**config.mk**
```make
export PLATFORM = sky130hd
export DESIGN_NAME = fssm_core
export DESIGN_NICKNAME = d
export VERILOG_FILES = /design/src/hw/fssm_pkg.sv /design/src/hw/fssm_core.sv /design/src/hw/fssm_watchdog.sv
export SDC_FILE = /design/constraint.sdc
export NUM_CORES = 1
export LEC_CHECK = 0
export BUFFER_PORTS_ARGS = -buffer_cell sky130_fd_sc_hd__buf_2
export CAP_MARGIN = 15
export CORE_AREA = 3 3 193 195
export DETAILED_ROUTE_END_ITERATION = 8
export DIE_AREA = 0 0 196 198
export GPL_TIMING_DRIVEN = 0
export PLACE_DENSITY = 0.67
export SYNTH_ARGS = -nofsm -noshare
export SYNTH_HDL_FRONTEND = slang
export SYNTH_HIERARCHICAL = 1
export SYNTH_SLANG_ARGS = --single-unit
```
**constraint.sdc**
```tcl
create_clock -name clk -period 4.6 [get_ports clk]
set_input_delay 0.23 -clock clk [delete_from_list [all_inputs] [get_ports clk]]
set_output_delay 0.23 -clock clk [all_outputs]
set_load 0.02 [all_outputs]
```
**src/hw/fssm_pkg.sv**
```systemverilog
package fssm_pkg;

  typedef enum logic [2:0] {
    FSSM_REQ_INIT,
    FSSM_REQ_PREOP,
    FSSM_REQ_SAFEOP,
    FSSM_REQ_OP,
    FSSM_REQ_BOOT
  } fssm_req_t;

  typedef enum logic [2:0] {
    FSSM_ERR_NONE,
    FSSM_ERR_MAILBOX,
    FSSM_ERR_PROCESS,
    FSSM_ERR_CLOCK,
    FSSM_ERR_BOOT,
    FSSM_ERR_ILLEGAL,
    FSSM_ERR_WATCHDOG
  } fssm_err_t;

  typedef enum logic [1:0] {
    FSSM_MBX_PARAM,
    FSSM_MBX_FILE,
    FSSM_MBX_OTHER
  } fssm_mbx_t;

  localparam int FSSM_DATA_W = 16;
  localparam int FSSM_WD_W = 16;

  localparam logic [15:0] FSSM_OD_IDENT_BASE = 16'h1000;
  localparam logic [15:0] FSSM_OD_LEGACY_BASE = 16'h4000;
  localparam logic [15:0] FSSM_OD_INPUT_BASE = 16'h6000;
  localparam logic [15:0] FSSM_OD_OUTPUT_BASE = 16'h7000;
  localparam logic [15:0] FSSM_OD_CHAN_BASE = 16'h8000;
  localparam logic [3:0] FSSM_OD_PAGE_IDENT = 4'h1;
  localparam logic [3:0] FSSM_OD_PAGE_LEGACY = 4'h4;
  localparam logic [3:0] FSSM_OD_PAGE_INPUT = 4'h6;
  localparam logic [3:0] FSSM_OD_PAGE_OUTPUT = 4'h7;
  localparam logic [3:0] FSSM_OD_PAGE_CHAN = 4'h8;
  localparam int FSSM_CHAN_N = 8;
  localparam logic [FSSM_DATA_W-1:0] FSSM_CHAN_RESET = 16'h0000;
  localparam logic [FSSM_DATA_W-1:0] FSSM_OUT_SAFE = 16'h0000;
  localparam logic [FSSM_DATA_W-1:0] FSSM_IDENT_VALUE = 16'h5a5a;

  localparam int FSSM_CLK_MHZ = 125;
  localparam int FSSM_REF_MHZ = 25;
  localparam int FSSM_BASE_TICK_NS = 40;
  localparam int FSSM_CLK_NS = 1000 / FSSM_CLK_MHZ;
  localparam int FSSM_BASE_TICK_CYC = (FSSM_BASE_TICK_NS + FSSM_CLK_NS - 1) / FSSM_CLK_NS;
  localparam logic [15:0] FSSM_WD_MULT_RESET = 16'h09c2;
  localparam logic [15:0] FSSM_WD_TIME_RESET = 16'h03e8;
  localparam logic [15:0] FSSM_WD_MULT_ADD = 16'h0002;

  typedef struct packed {
    logic [15:0] index;
    logic [7:0] subindex;
    logic write;
    logic [FSSM_DATA_W-1:0] wdata;
  } fssm_od_req_t;

  typedef struct packed {
    logic mbx_ok;
    logic pd_ok;
    logic dc_ok;
    logic dc_used;
  } fssm_cfg_t;

endpackage

```
**src/hw/fssm_core.sv**
```systemverilog
module fssm_core
(
  input wire logic clk,
  input wire logic rst_b,
  input wire logic state_req_valid,
  input wire fssm_pkg::fssm_req_t state_req,
  input wire fssm_pkg::fssm_cfg_t cfg,
  input wire logic wd_enable,
  input wire logic [15:0] wd_mult,
  input wire logic [15:0] wd_time,
  input wire logic mbx_valid,
  input wire fssm_pkg::fssm_mbx_t mbx_kind,
  output logic mbx_accept,
  output logic mbx_reject,
  input wire logic pd_valid,
  input wire logic pd_out_valid,
  input wire logic [fssm_pkg::FSSM_DATA_W-1:0] pd_out_data,
  output logic pd_accept,
  output logic pd_reject,
  input wire logic [fssm_pkg::FSSM_DATA_W-1:0] phys_in,
  output logic [fssm_pkg::FSSM_DATA_W-1:0] dpm_in,
  output logic dpm_in_we,
  output logic [fssm_pkg::FSSM_DATA_W-1:0] phys_out,
  input wire logic od_valid,
  input wire fssm_pkg::fssm_od_req_t od_req,
  output logic od_ack,
  output logic od_err,
  output logic [fssm_pkg::FSSM_DATA_W-1:0] od_rdata,
  output logic [2:0] state,
  output logic state_ack,
  output logic err_flag,
  output fssm_pkg::fssm_err_t err_code,
  input wire logic err_clear,
  output logic wd_off,
  output logic wd_expired
);

  typedef enum {
    FSSM_INIT,
    FSSM_PREOP,
    FSSM_SAFEOP,
    FSSM_OP,
    FSSM_BOOT,
    FSSM_COPY
  } fssm_state_t;

  fssm_state_t cur;
  fssm_state_t next_cur;
  fssm_pkg::fssm_err_t next_err;
  logic next_fail;
  logic next_ack;
  logic [fssm_pkg::FSSM_DATA_W-1:0] chan_par [fssm_pkg::FSSM_CHAN_N];
  logic [fssm_pkg::FSSM_DATA_W-1:0] out_latch;
  logic [fssm_pkg::FSSM_DATA_W-1:0] in_sync1;
  logic [fssm_pkg::FSSM_DATA_W-1:0] in_sync2;
  logic wd_kick;
  logic out_live;
  logic chan_hit;
  logic od_writable;
  logic od_known;
  logic [2:0] chan_idx;

  function automatic logic od_page(input logic [15:0] index, input logic [3:0] page);
    od_page = (index[15:12] == page);
  endfunction

  fssm_watchdog u_wd
  (
    .clk(clk),
    .rst_b(rst_b),
    .enable(wd_enable),
    .mult(wd_mult),
    .wd_time(wd_time),
    .kick(wd_kick),
    .disabled(wd_off),
    .expired(wd_expired)
  );

  assign wd_kick = pd_valid && pd_accept;

  // any error code other than none is a failed check
  assign next_fail = (next_err != fssm_pkg::FSSM_ERR_NONE);

  // state transitions
  always_comb
  begin
    next_cur = cur;
    next_err = fssm_pkg::FSSM_ERR_NONE;
    next_ack = 1'b0;
    if (cur == FSSM_COPY)
    begin
      next_cur = FSSM_SAFEOP;
      next_ack = 1'b1;
    end
    else if (state_req_valid)
    begin
      case (state_req)
        fssm_pkg::FSSM_REQ_INIT:
        begin
          next_cur = FSSM_INIT;
          next_ack = 1'b1;
        end
        fssm_pkg::FSSM_REQ_PREOP:
        begin
          if (cur == FSSM_INIT && !cfg.mbx_ok)
            next_err = fssm_pkg::FSSM_ERR_MAILBOX;
          else if (cur == FSSM_BOOT)
            next_err = fssm_pkg::FSSM_ERR_ILLEGAL;
          else
          begin
            next_cur = FSSM_PREOP;
            next_ack = 1'b1;
          end
        end
        fssm_pkg::FSSM_REQ_SAFEOP:
        begin
          if (cur == FSSM_PREOP)
          begin
            if (!cfg.pd_ok)
              next_err = fssm_pkg::FSSM_ERR_PROCESS;
            else if (cfg.dc_used && !cfg.dc_ok)
              next_err = fssm_pkg::FSSM_ERR_CLOCK;
            else
              next_cur = FSSM_COPY;
          end
          else if (cur == FSSM_OP || cur == FSSM_SAFEOP)
          begin
            next_cur = FSSM_SAFEOP;
            next_ack = 1'b1;
          end
          else
            next_err = fssm_pkg::FSSM_ERR_ILLEGAL;
        end
        fssm_pkg::FSSM_REQ_OP:
        begin
          if ((cur == FSSM_SAFEOP || cur == FSSM_OP) && !wd_expired)
          begin
            next_cur = FSSM_OP;
            next_ack = 1'b1;
          end
          else
            next_err = wd_expired ? fssm_pkg::FSSM_ERR_WATCHDOG : fssm_pkg::FSSM_ERR_ILLEGAL;
        end
        fssm_pkg::FSSM_REQ_BOOT:
        begin
          if (cur == FSSM_INIT || cur == FSSM_BOOT)
          begin
            next_cur = FSSM_BOOT;
            next_ack = 1'b1;
          end
          else
            next_err = fssm_pkg::FSSM_ERR_BOOT;
        end
        default:
          next_err = fssm_pkg::FSSM_ERR_ILLEGAL;
      endcase
    end
    else if (cur == FSSM_OP && wd_expired)
    begin
      next_cur = FSSM_SAFEOP;
      next_err = fssm_pkg::FSSM_ERR_WATCHDOG;
    end
  end

  always_ff @(posedge clk)
  begin
    if (!rst_b)
    begin
      cur <= FSSM_INIT;
      state_ack <= 1'b0;
    end
    else
    begin
      cur <= next_cur;
      state_ack <= next_ack;
    end
  end

  // sticky error, a new failure wins over the clear
  always_ff @(posedge clk)
  begin
    if (!rst_b)
    begin
      err_flag <= 1'b0;
      err_code <= fssm_pkg::FSSM_ERR_NONE;
    end
    else if (next_fail)
    begin
      err_flag <= 1'b1;
      err_code <= next_err;
    end
    else if (err_clear)
    begin
      err_flag <= 1'b0;
      err_code <= fssm_pkg::FSSM_ERR_NONE;
    end
  end

  always_comb
  begin
    case (cur)
      FSSM_INIT: state = 3'h1;
      FSSM_PREOP: state = 3'h2;
      FSSM_BOOT: state = 3'h3;
      FSSM_SAFEOP: state = 3'h4;
      FSSM_COPY: state = 3'h2;
      FSSM_OP: state = 3'h5;
      default: state = 3'h1;
    endcase
  end

  // traffic gating per state
  always_comb
  begin
    mbx_accept = 1'b0;
    pd_accept = 1'b0;
    case (cur)
      FSSM_INIT: ;
      FSSM_PREOP: mbx_accept = mbx_valid;
      FSSM_COPY: mbx_accept = mbx_valid;
      FSSM_SAFEOP:
      begin
        mbx_accept = mbx_valid;
        pd_accept = pd_valid;
      end
      FSSM_OP:
      begin
        mbx_accept = mbx_valid;
        pd_accept = pd_valid;
      end
      FSSM_BOOT: mbx_accept = mbx_valid && (mbx_kind == fssm_pkg::FSSM_MBX_FILE);
      default: ;
    endcase
    mbx_reject = mbx_valid && !mbx_accept;
    pd_reject = pd_valid && !pd_accept;
  end

  // inputs from pins, copied into the input area
  always_ff @(posedge clk)
  begin
    if (!rst_b)
    begin
      in_sync1 <= '0;
      in_sync2 <= '0;
    end
    else
    begin
      in_sync1 <= phys_in;
      in_sync2 <= in_sync1;
    end
  end

  always_ff @(posedge clk)
  begin
    if (!rst_b)
    begin
      dpm_in <= '0;
      dpm_in_we <= 1'b0;
    end
    // write lands in the copy cycle, ahead of the acknowledge
    else if (next_cur == FSSM_COPY || cur == FSSM_COPY || cur == FSSM_SAFEOP || cur == FSSM_OP)
    begin
      dpm_in <= in_sync2;
      dpm_in_we <= 1'b1;
    end
    else
      dpm_in_we <= 1'b0;
  end

  // outputs: safe unless operational with the watchdog not expired, or watchdog switched off in safe operational
  assign out_live = (cur == FSSM_OP && !(wd_expired && !wd_off)) || (cur == FSSM_SAFEOP && wd_off);

  always_ff @(posedge clk)
  begin
    if (!rst_b)
      out_latch <= fssm_pkg::FSSM_OUT_SAFE;
    else if (pd_out_valid && pd_accept)
      out_latch <= pd_out_data;
  end

  always_ff @(posedge clk)
  begin
    if (!rst_b)
      phys_out <= fssm_pkg::FSSM_OUT_SAFE;
    else if (out_live)
      phys_out <= out_latch;
    else
      phys_out <= fssm_pkg::FSSM_OUT_SAFE;
  end

  // object dictionary
  assign chan_hit = (od_page(od_req.index, fssm_pkg::FSSM_OD_PAGE_CHAN)
    || od_page(od_req.index, fssm_pkg::FSSM_OD_PAGE_LEGACY)) && (od_req.index[11:0] == 12'h000);
  assign chan_idx = od_req.subindex[2:0];
  assign od_writable = chan_hit && (od_req.subindex[7:3] == 5'h00);
  assign od_known = od_writable || od_page(od_req.index, fssm_pkg::FSSM_OD_PAGE_IDENT)
    || od_page(od_req.index, fssm_pkg::FSSM_OD_PAGE_INPUT) || od_page(od_req.index, fssm_pkg::FSSM_OD_PAGE_OUTPUT);

  generate
    for (genvar g = 0; g < fssm_pkg::FSSM_CHAN_N; g++)
    begin : g_chan
      always_ff @(posedge clk)
      begin
        if (!rst_b)
          chan_par[g] <= fssm_pkg::FSSM_CHAN_RESET;
        else if (od_valid && mbx_accept && od_req.write && od_writable && chan_idx == 3'(g))
          chan_par[g] <= od_req.wdata;
      end
    end
  endgenerate

  always_ff @(posedge clk)
  begin
    if (!rst_b)
    begin
      od_ack <= 1'b0;
      od_err <= 1'b0;
      od_rdata <= '0;
    end
    else
    begin
      od_ack <= od_valid && mbx_accept;
      od_err <= od_valid && mbx_accept && (!od_known || (od_req.write && !od_writable));
      if (od_valid && mbx_accept)
      begin
        if (od_writable)
          od_rdata <= chan_par[chan_idx];
        else if (od_page(od_req.index, fssm_pkg::FSSM_OD_PAGE_IDENT))
          od_rdata <= fssm_pkg::FSSM_IDENT_VALUE;
        else if (od_page(od_req.index, fssm_pkg::FSSM_OD_PAGE_INPUT))
          od_rdata <= dpm_in;
        else if (od_page(od_req.index, fssm_pkg::FSSM_OD_PAGE_OUTPUT))
          od_rdata <= out_latch;
        else
          od_rdata <= '0;
      end
    end
  end

endmodule

```
**src/hw/fssm_watchdog.sv**
```systemverilog
module fssm_watchdog
(
  input wire logic clk,
  input wire logic rst_b,
  input wire logic enable,
  input wire logic [15:0] mult,
  input wire logic [15:0] wd_time,
  input wire logic kick,
  output logic disabled,
  output logic expired
);

  logic [2:0] base_cnt;
  logic [15:0] tick_cnt;
  logic [15:0] wd_cnt;
  logic base_pulse;
  logic tick_pulse;

  assign disabled = (wd_time == 16'h0000);
  assign base_pulse = (base_cnt == 3'(fssm_pkg::FSSM_BASE_TICK_CYC - 1));
  assign tick_pulse = base_pulse && (tick_cnt == 16'(mult + fssm_pkg::FSSM_WD_MULT_ADD - 16'h0001));

  // 40 ns base tick from the system clock
  always_ff @(posedge clk)
  begin
    if (!rst_b || kick || !enable)
      base_cnt <= 3'h0;
    else if (base_pulse)
      base_cnt <= 3'h0;
    else
      base_cnt <= base_cnt + 3'h1;
  end

  always_ff @(posedge clk)
  begin
    if (!rst_b || kick || !enable)
      tick_cnt <= 16'h0000;
    else if (tick_pulse)
      tick_cnt <= 16'h0000;
    else if (base_pulse)
      tick_cnt <= tick_cnt + 16'h0001;
  end

  always_ff @(posedge clk)
  begin
    if (!rst_b || kick || !enable || disabled)
    begin
      wd_cnt <= 16'h0000;
      expired <= 1'b0;
    end
    else if (tick_pulse && !expired)
    begin
      if (wd_cnt == 16'(wd_time - 16'h0001))
        expired <= 1'b1;
      else
        wd_cnt <= wd_cnt + 16'h0001;
    end
  end

endmodule

```
==> summary.md <==
| Metric | Value |
|---|---|
| Status | `finished, final reports clean` |
| Ys Warns | `6` |
| Final worst slack | `0.899 ns` |
| Asr flop ratio synth | `0%` |
| Wire length per cell | `19.2 µm` |
| Final #Nets | `1636` |
| Post-synthesis register bit count | `300` |
| Critical R2R Launch | `cur[23]` |
| Core area | `0.0356 mm²` |
| First-pass GRT wire length | `58.3 mm` |
| Hold_buf cts | `33` |
| Post-Synth Simple-Gate Area | `23.6%` |
| TritonCTS clock tree | `built` |
| Port Buffers | `179` |
| Final Max Slew Viols | `0` |
| Final setup viols | `0` |
| DR vias | `10600` |
| Worst hold stages | `2` |
| Post-route clock period utilization | `80.5%` |
| Placed insts | `1898` |
| Die Y | `198 µm` |
| Yosys cell types | `81` |
| CP arrival | `3.90 ns` |
| # DRC | `0` |
| Total gr overflow | `0` |
| Clock sinks | `300` |
| Family with the most delay on the worst path | `simple AND/OR/NAND/NOR gates` |
| Die ar. | `0.0388 mm²` |
| 1st-pass router iterations | `5` |
| Maximum capacitance violations | `0` |
| Mux cell area share after synthesis | `7.91%` |
| Leakage | `6.57 nW` |
| Fmax | `0.270 GHz` |
| Final cell count without fillers | `1990` |
| Power Density | `354 mW/mm²` |
| Slowest cell delay on critical path | `0.62 ns` |
| Largest net degree at the start of global routing | `17` |
| Top FF cell, synth | `dfxtp_1` |
| CP Data Required Time | `4.80 ns` |
| DR vias/cell | `5.35` |
| Vias in the first global route | `10500` |
| Worst vdd ir | `0.288 mV` |
| EDFF count, synth | `128` |
| Max-slew headroom | `29.8%` |
| DP Wirelength | `28.3 mm` |
| DR iter-0 viols | `849` |
| Worst skew pair latency | `0.52 ns` |
| Layout fillers | `3276` |
| Final Hold Viols | `0` |
| Synth Net Count | `1378` |
| Row cnt | `69` |
| CP Launch Point | `cur[23]` |
| Post-CTS Setup Inserts | `0` |
| # H-tree levels | `2` |
| Number of top-level pins | `188` |
| Dpl cell area | `0.0154 mm²` |
| Syn Area/Cell | `11.0 µm²` |
| TritonCTS Buffers | `35` |
| Hold WC Path Type | `input port to flop` |
| Kind of critical path | `flop to flop` |
| Die Wd | `196 µm` |
| Overall Global Routing Usage | `19.1%` |
| Global placement routability congestion | `0.890` |
| Design area | `0.0169 mm²` |
| Register-to-Register Path Depth | `9` |
| Synth Area in Compound Gates | `8.79%` |
| Post-route ant nets | `0` |
| Slowest-stage cell, CP | `o31ai_4` |
| Worst r2r dst | `chan_par[4][2]` |
| Post-synthesis adder-cell area fraction | `0.545%` |
| Hold worst-path end | `chan_par[1][11]` |
| Hold path startpoint | `od_req[11]` |
| Initial Util | `38.8%` |
| Final cell utilization of the core | `47.5%` |
| Clock Tree Root | `clkbuf_16` |
| Hold Slack | `0.0624 ns` |
| Register area share after synthesis | `52.9%` |
| Final WL | `38.1 mm` |
| Antenna cells | `0` |
| Initial antenna violation count | `1` |
| Synthesized area | `0.0138 mm²` |
| Clk buf depth | `3` |
| Crit-path cells | `nor4_1 > nand4_1 > buf_2 > nor2_1 > o2111a_1 > buf_2 > nand4_1 > o31ai_4 > buf_8` |
| Post-Synth XOR/XNOR Area | `3.49%` |
| Resized cells post-CTS | `0` |
| Worst Clk Skew | `0.0321 ns` |
| Largest family of logic cells by synthesized area | `simple AND/OR/NAND/NOR gates` |
| Worst-path clk slew | `0.06 ns` |
| Startpoint Class | `flop` |
| Worst slew pin tran | `1.05 ns` |
| RSZ-0062 raised after global routing | `false` |
| Pre-CTS setup slack | `0.719 ns` |
| Layout cells sized above 1 | `21.6%` |
| R2R Setup Slk | `0.90 ns` |
| Area growth, synth to finish | `22.6%` |
| Critical path capture point type | `flop` |
| CP max FO | `11` |
| Gate count after technology mapping | `1249` |
| Minimum clock period | `3.70 ns` |
| Worst path buffer plus inverter count | `3` |
[power by group]
group | switching [mW] | internal [mW] | total [mW]
Combinational | 0.232 | 0.178 | 0.411
Clock | 1.11 | 1.63 | 2.73
Sequential | 0.0162 | 2.83 | 2.84
[registers in the layout, indices dropped and copies added, names as in the netlist, 3 cells and up]
name,count
chan_par,128
cur,32
dpm_in,16
in_sync1,16
in_sync2,16
od_rdata,16
out_latch,16
phys_out,16
u_wd/tick_cnt,16
u_wd/wd_cnt,16
err_code,3
u_wd/base_cnt,3
[worst max-delay path by stage]
stage / end / slack, ns / depth (start not counted)
floorplan: chan_par[4][0] / 1.11 / 7
global placement: chan_par[4][6] / -0.94 / 8
detailed placement: chan_par[4][1] / 0.72 / 9
CTS: chan_par[4][2] / 0.88 / 9
global route: chan_par[5][5] / 0.68 / 9
finish: chan_par[4][2] / 0.90 / 9
[final cells by class]
type | count | area (µm²) | area share (%)
Inverter | 19 | 71.3 | 0.422
Multi-Input combinational cell | 862 | 6160 | 36.4
Clock buffer | 46 | 1020 | 6.03
Buffer | 68 | 317 | 1.87
Sequential cell | 300 | 7290 | 43.1
Clock inverter | 13 | 123 | 0.725
Tap cell | 461 | 577 | 3.41
Timing Repair Buffer | 221 | 1350 | 7.99
[per-layer routing]
metal	share of wire, %	vias up	track usage [%]	wire length [µm]
met2	48	361	32.3	18200
met4	2.9	2	6.05	1110
met3	6.7	77	3.35	2550
li1	-	5040	-	-
met1	42	5158	25.2	16200
met5	0.034	-	0	13
[synth_stat cells (all sizes together), types with 24 or more instances]
library cell    n  share of area [%]
nand2         122                3.3
mux4           32                5.2
xnor2          33                2.1
clkbuf         46                1.3
edfxtp        128                 28
and2          215                9.8
nor2           52                1.4
nand3          24               0.87
nor4           25                1.5
nor3           27                1.1
mux2i          28                2.0
dfxtp         172                 25
[layout by cell type (no fill, tap or decap), types with 9 or more instances in the layout]
| cell type | synthesis | layout |
|---|---|---|
| and3_1 | 12 | 12 |
| mux2i_1 | 28 | 28 |
| clkbuf_1 | 45 | 48 |
| nand4_1 | 21 | 21 |
| a22oi_1 | 9 | 9 |
| nand2_1 | 122 | 122 |
| clkbuf_16 | 0 | 37 |
| a21oi_1 | 21 | 21 |
| nor2b_1 | 16 | 16 |
| o211ai_1 | 13 | 13 |
| edfxtp_1 | 128 | 128 |
| or4_1 | 13 | 13 |
| xor2_1 | 22 | 22 |
| dlygate4sd3_1 | 0 | 33 |
| inv_1 | 19 | 19 |
| and2_1 | 215 | 215 |
| dfxtp_1 | 172 | 172 |
| buf_2 | 11 | 190 |
| mux4_2 | 32 | 32 |
| nand3_1 | 24 | 24 |
| nor2_1 | 52 | 52 |
| a21boi_0 | 15 | 15 |
| xnor2_1 | 33 | 33 |
| o211a_1 | 9 | 9 |
| nor3_1 | 24 | 24 |
| nor4_1 | 19 | 19 |
[per-stage QoR]
stage,setup TNS (ns),power (mW)
2_1_floorplan,0,3.11
3_3_place_gp,-86.35,3.27
3_5_place_dp,0,3.29
4_1_cts,0,6.03
5_1_grt,0,6.18
6_report,0,5.98
[cell families after synthesis]
| group | Yosys count |
|---|---|
| flip-flops | 300 |
| adder cells (fa/ha/maj) | 6 |
| AO/OA/AOI/OAI | 159 |
| buffers and inverters | 87 |
| XOR/XNOR | 55 |
| AND/OR/NAND/NOR | 574 |
| multiplexers | 68 |
Power figures use the tool's default switching activity.
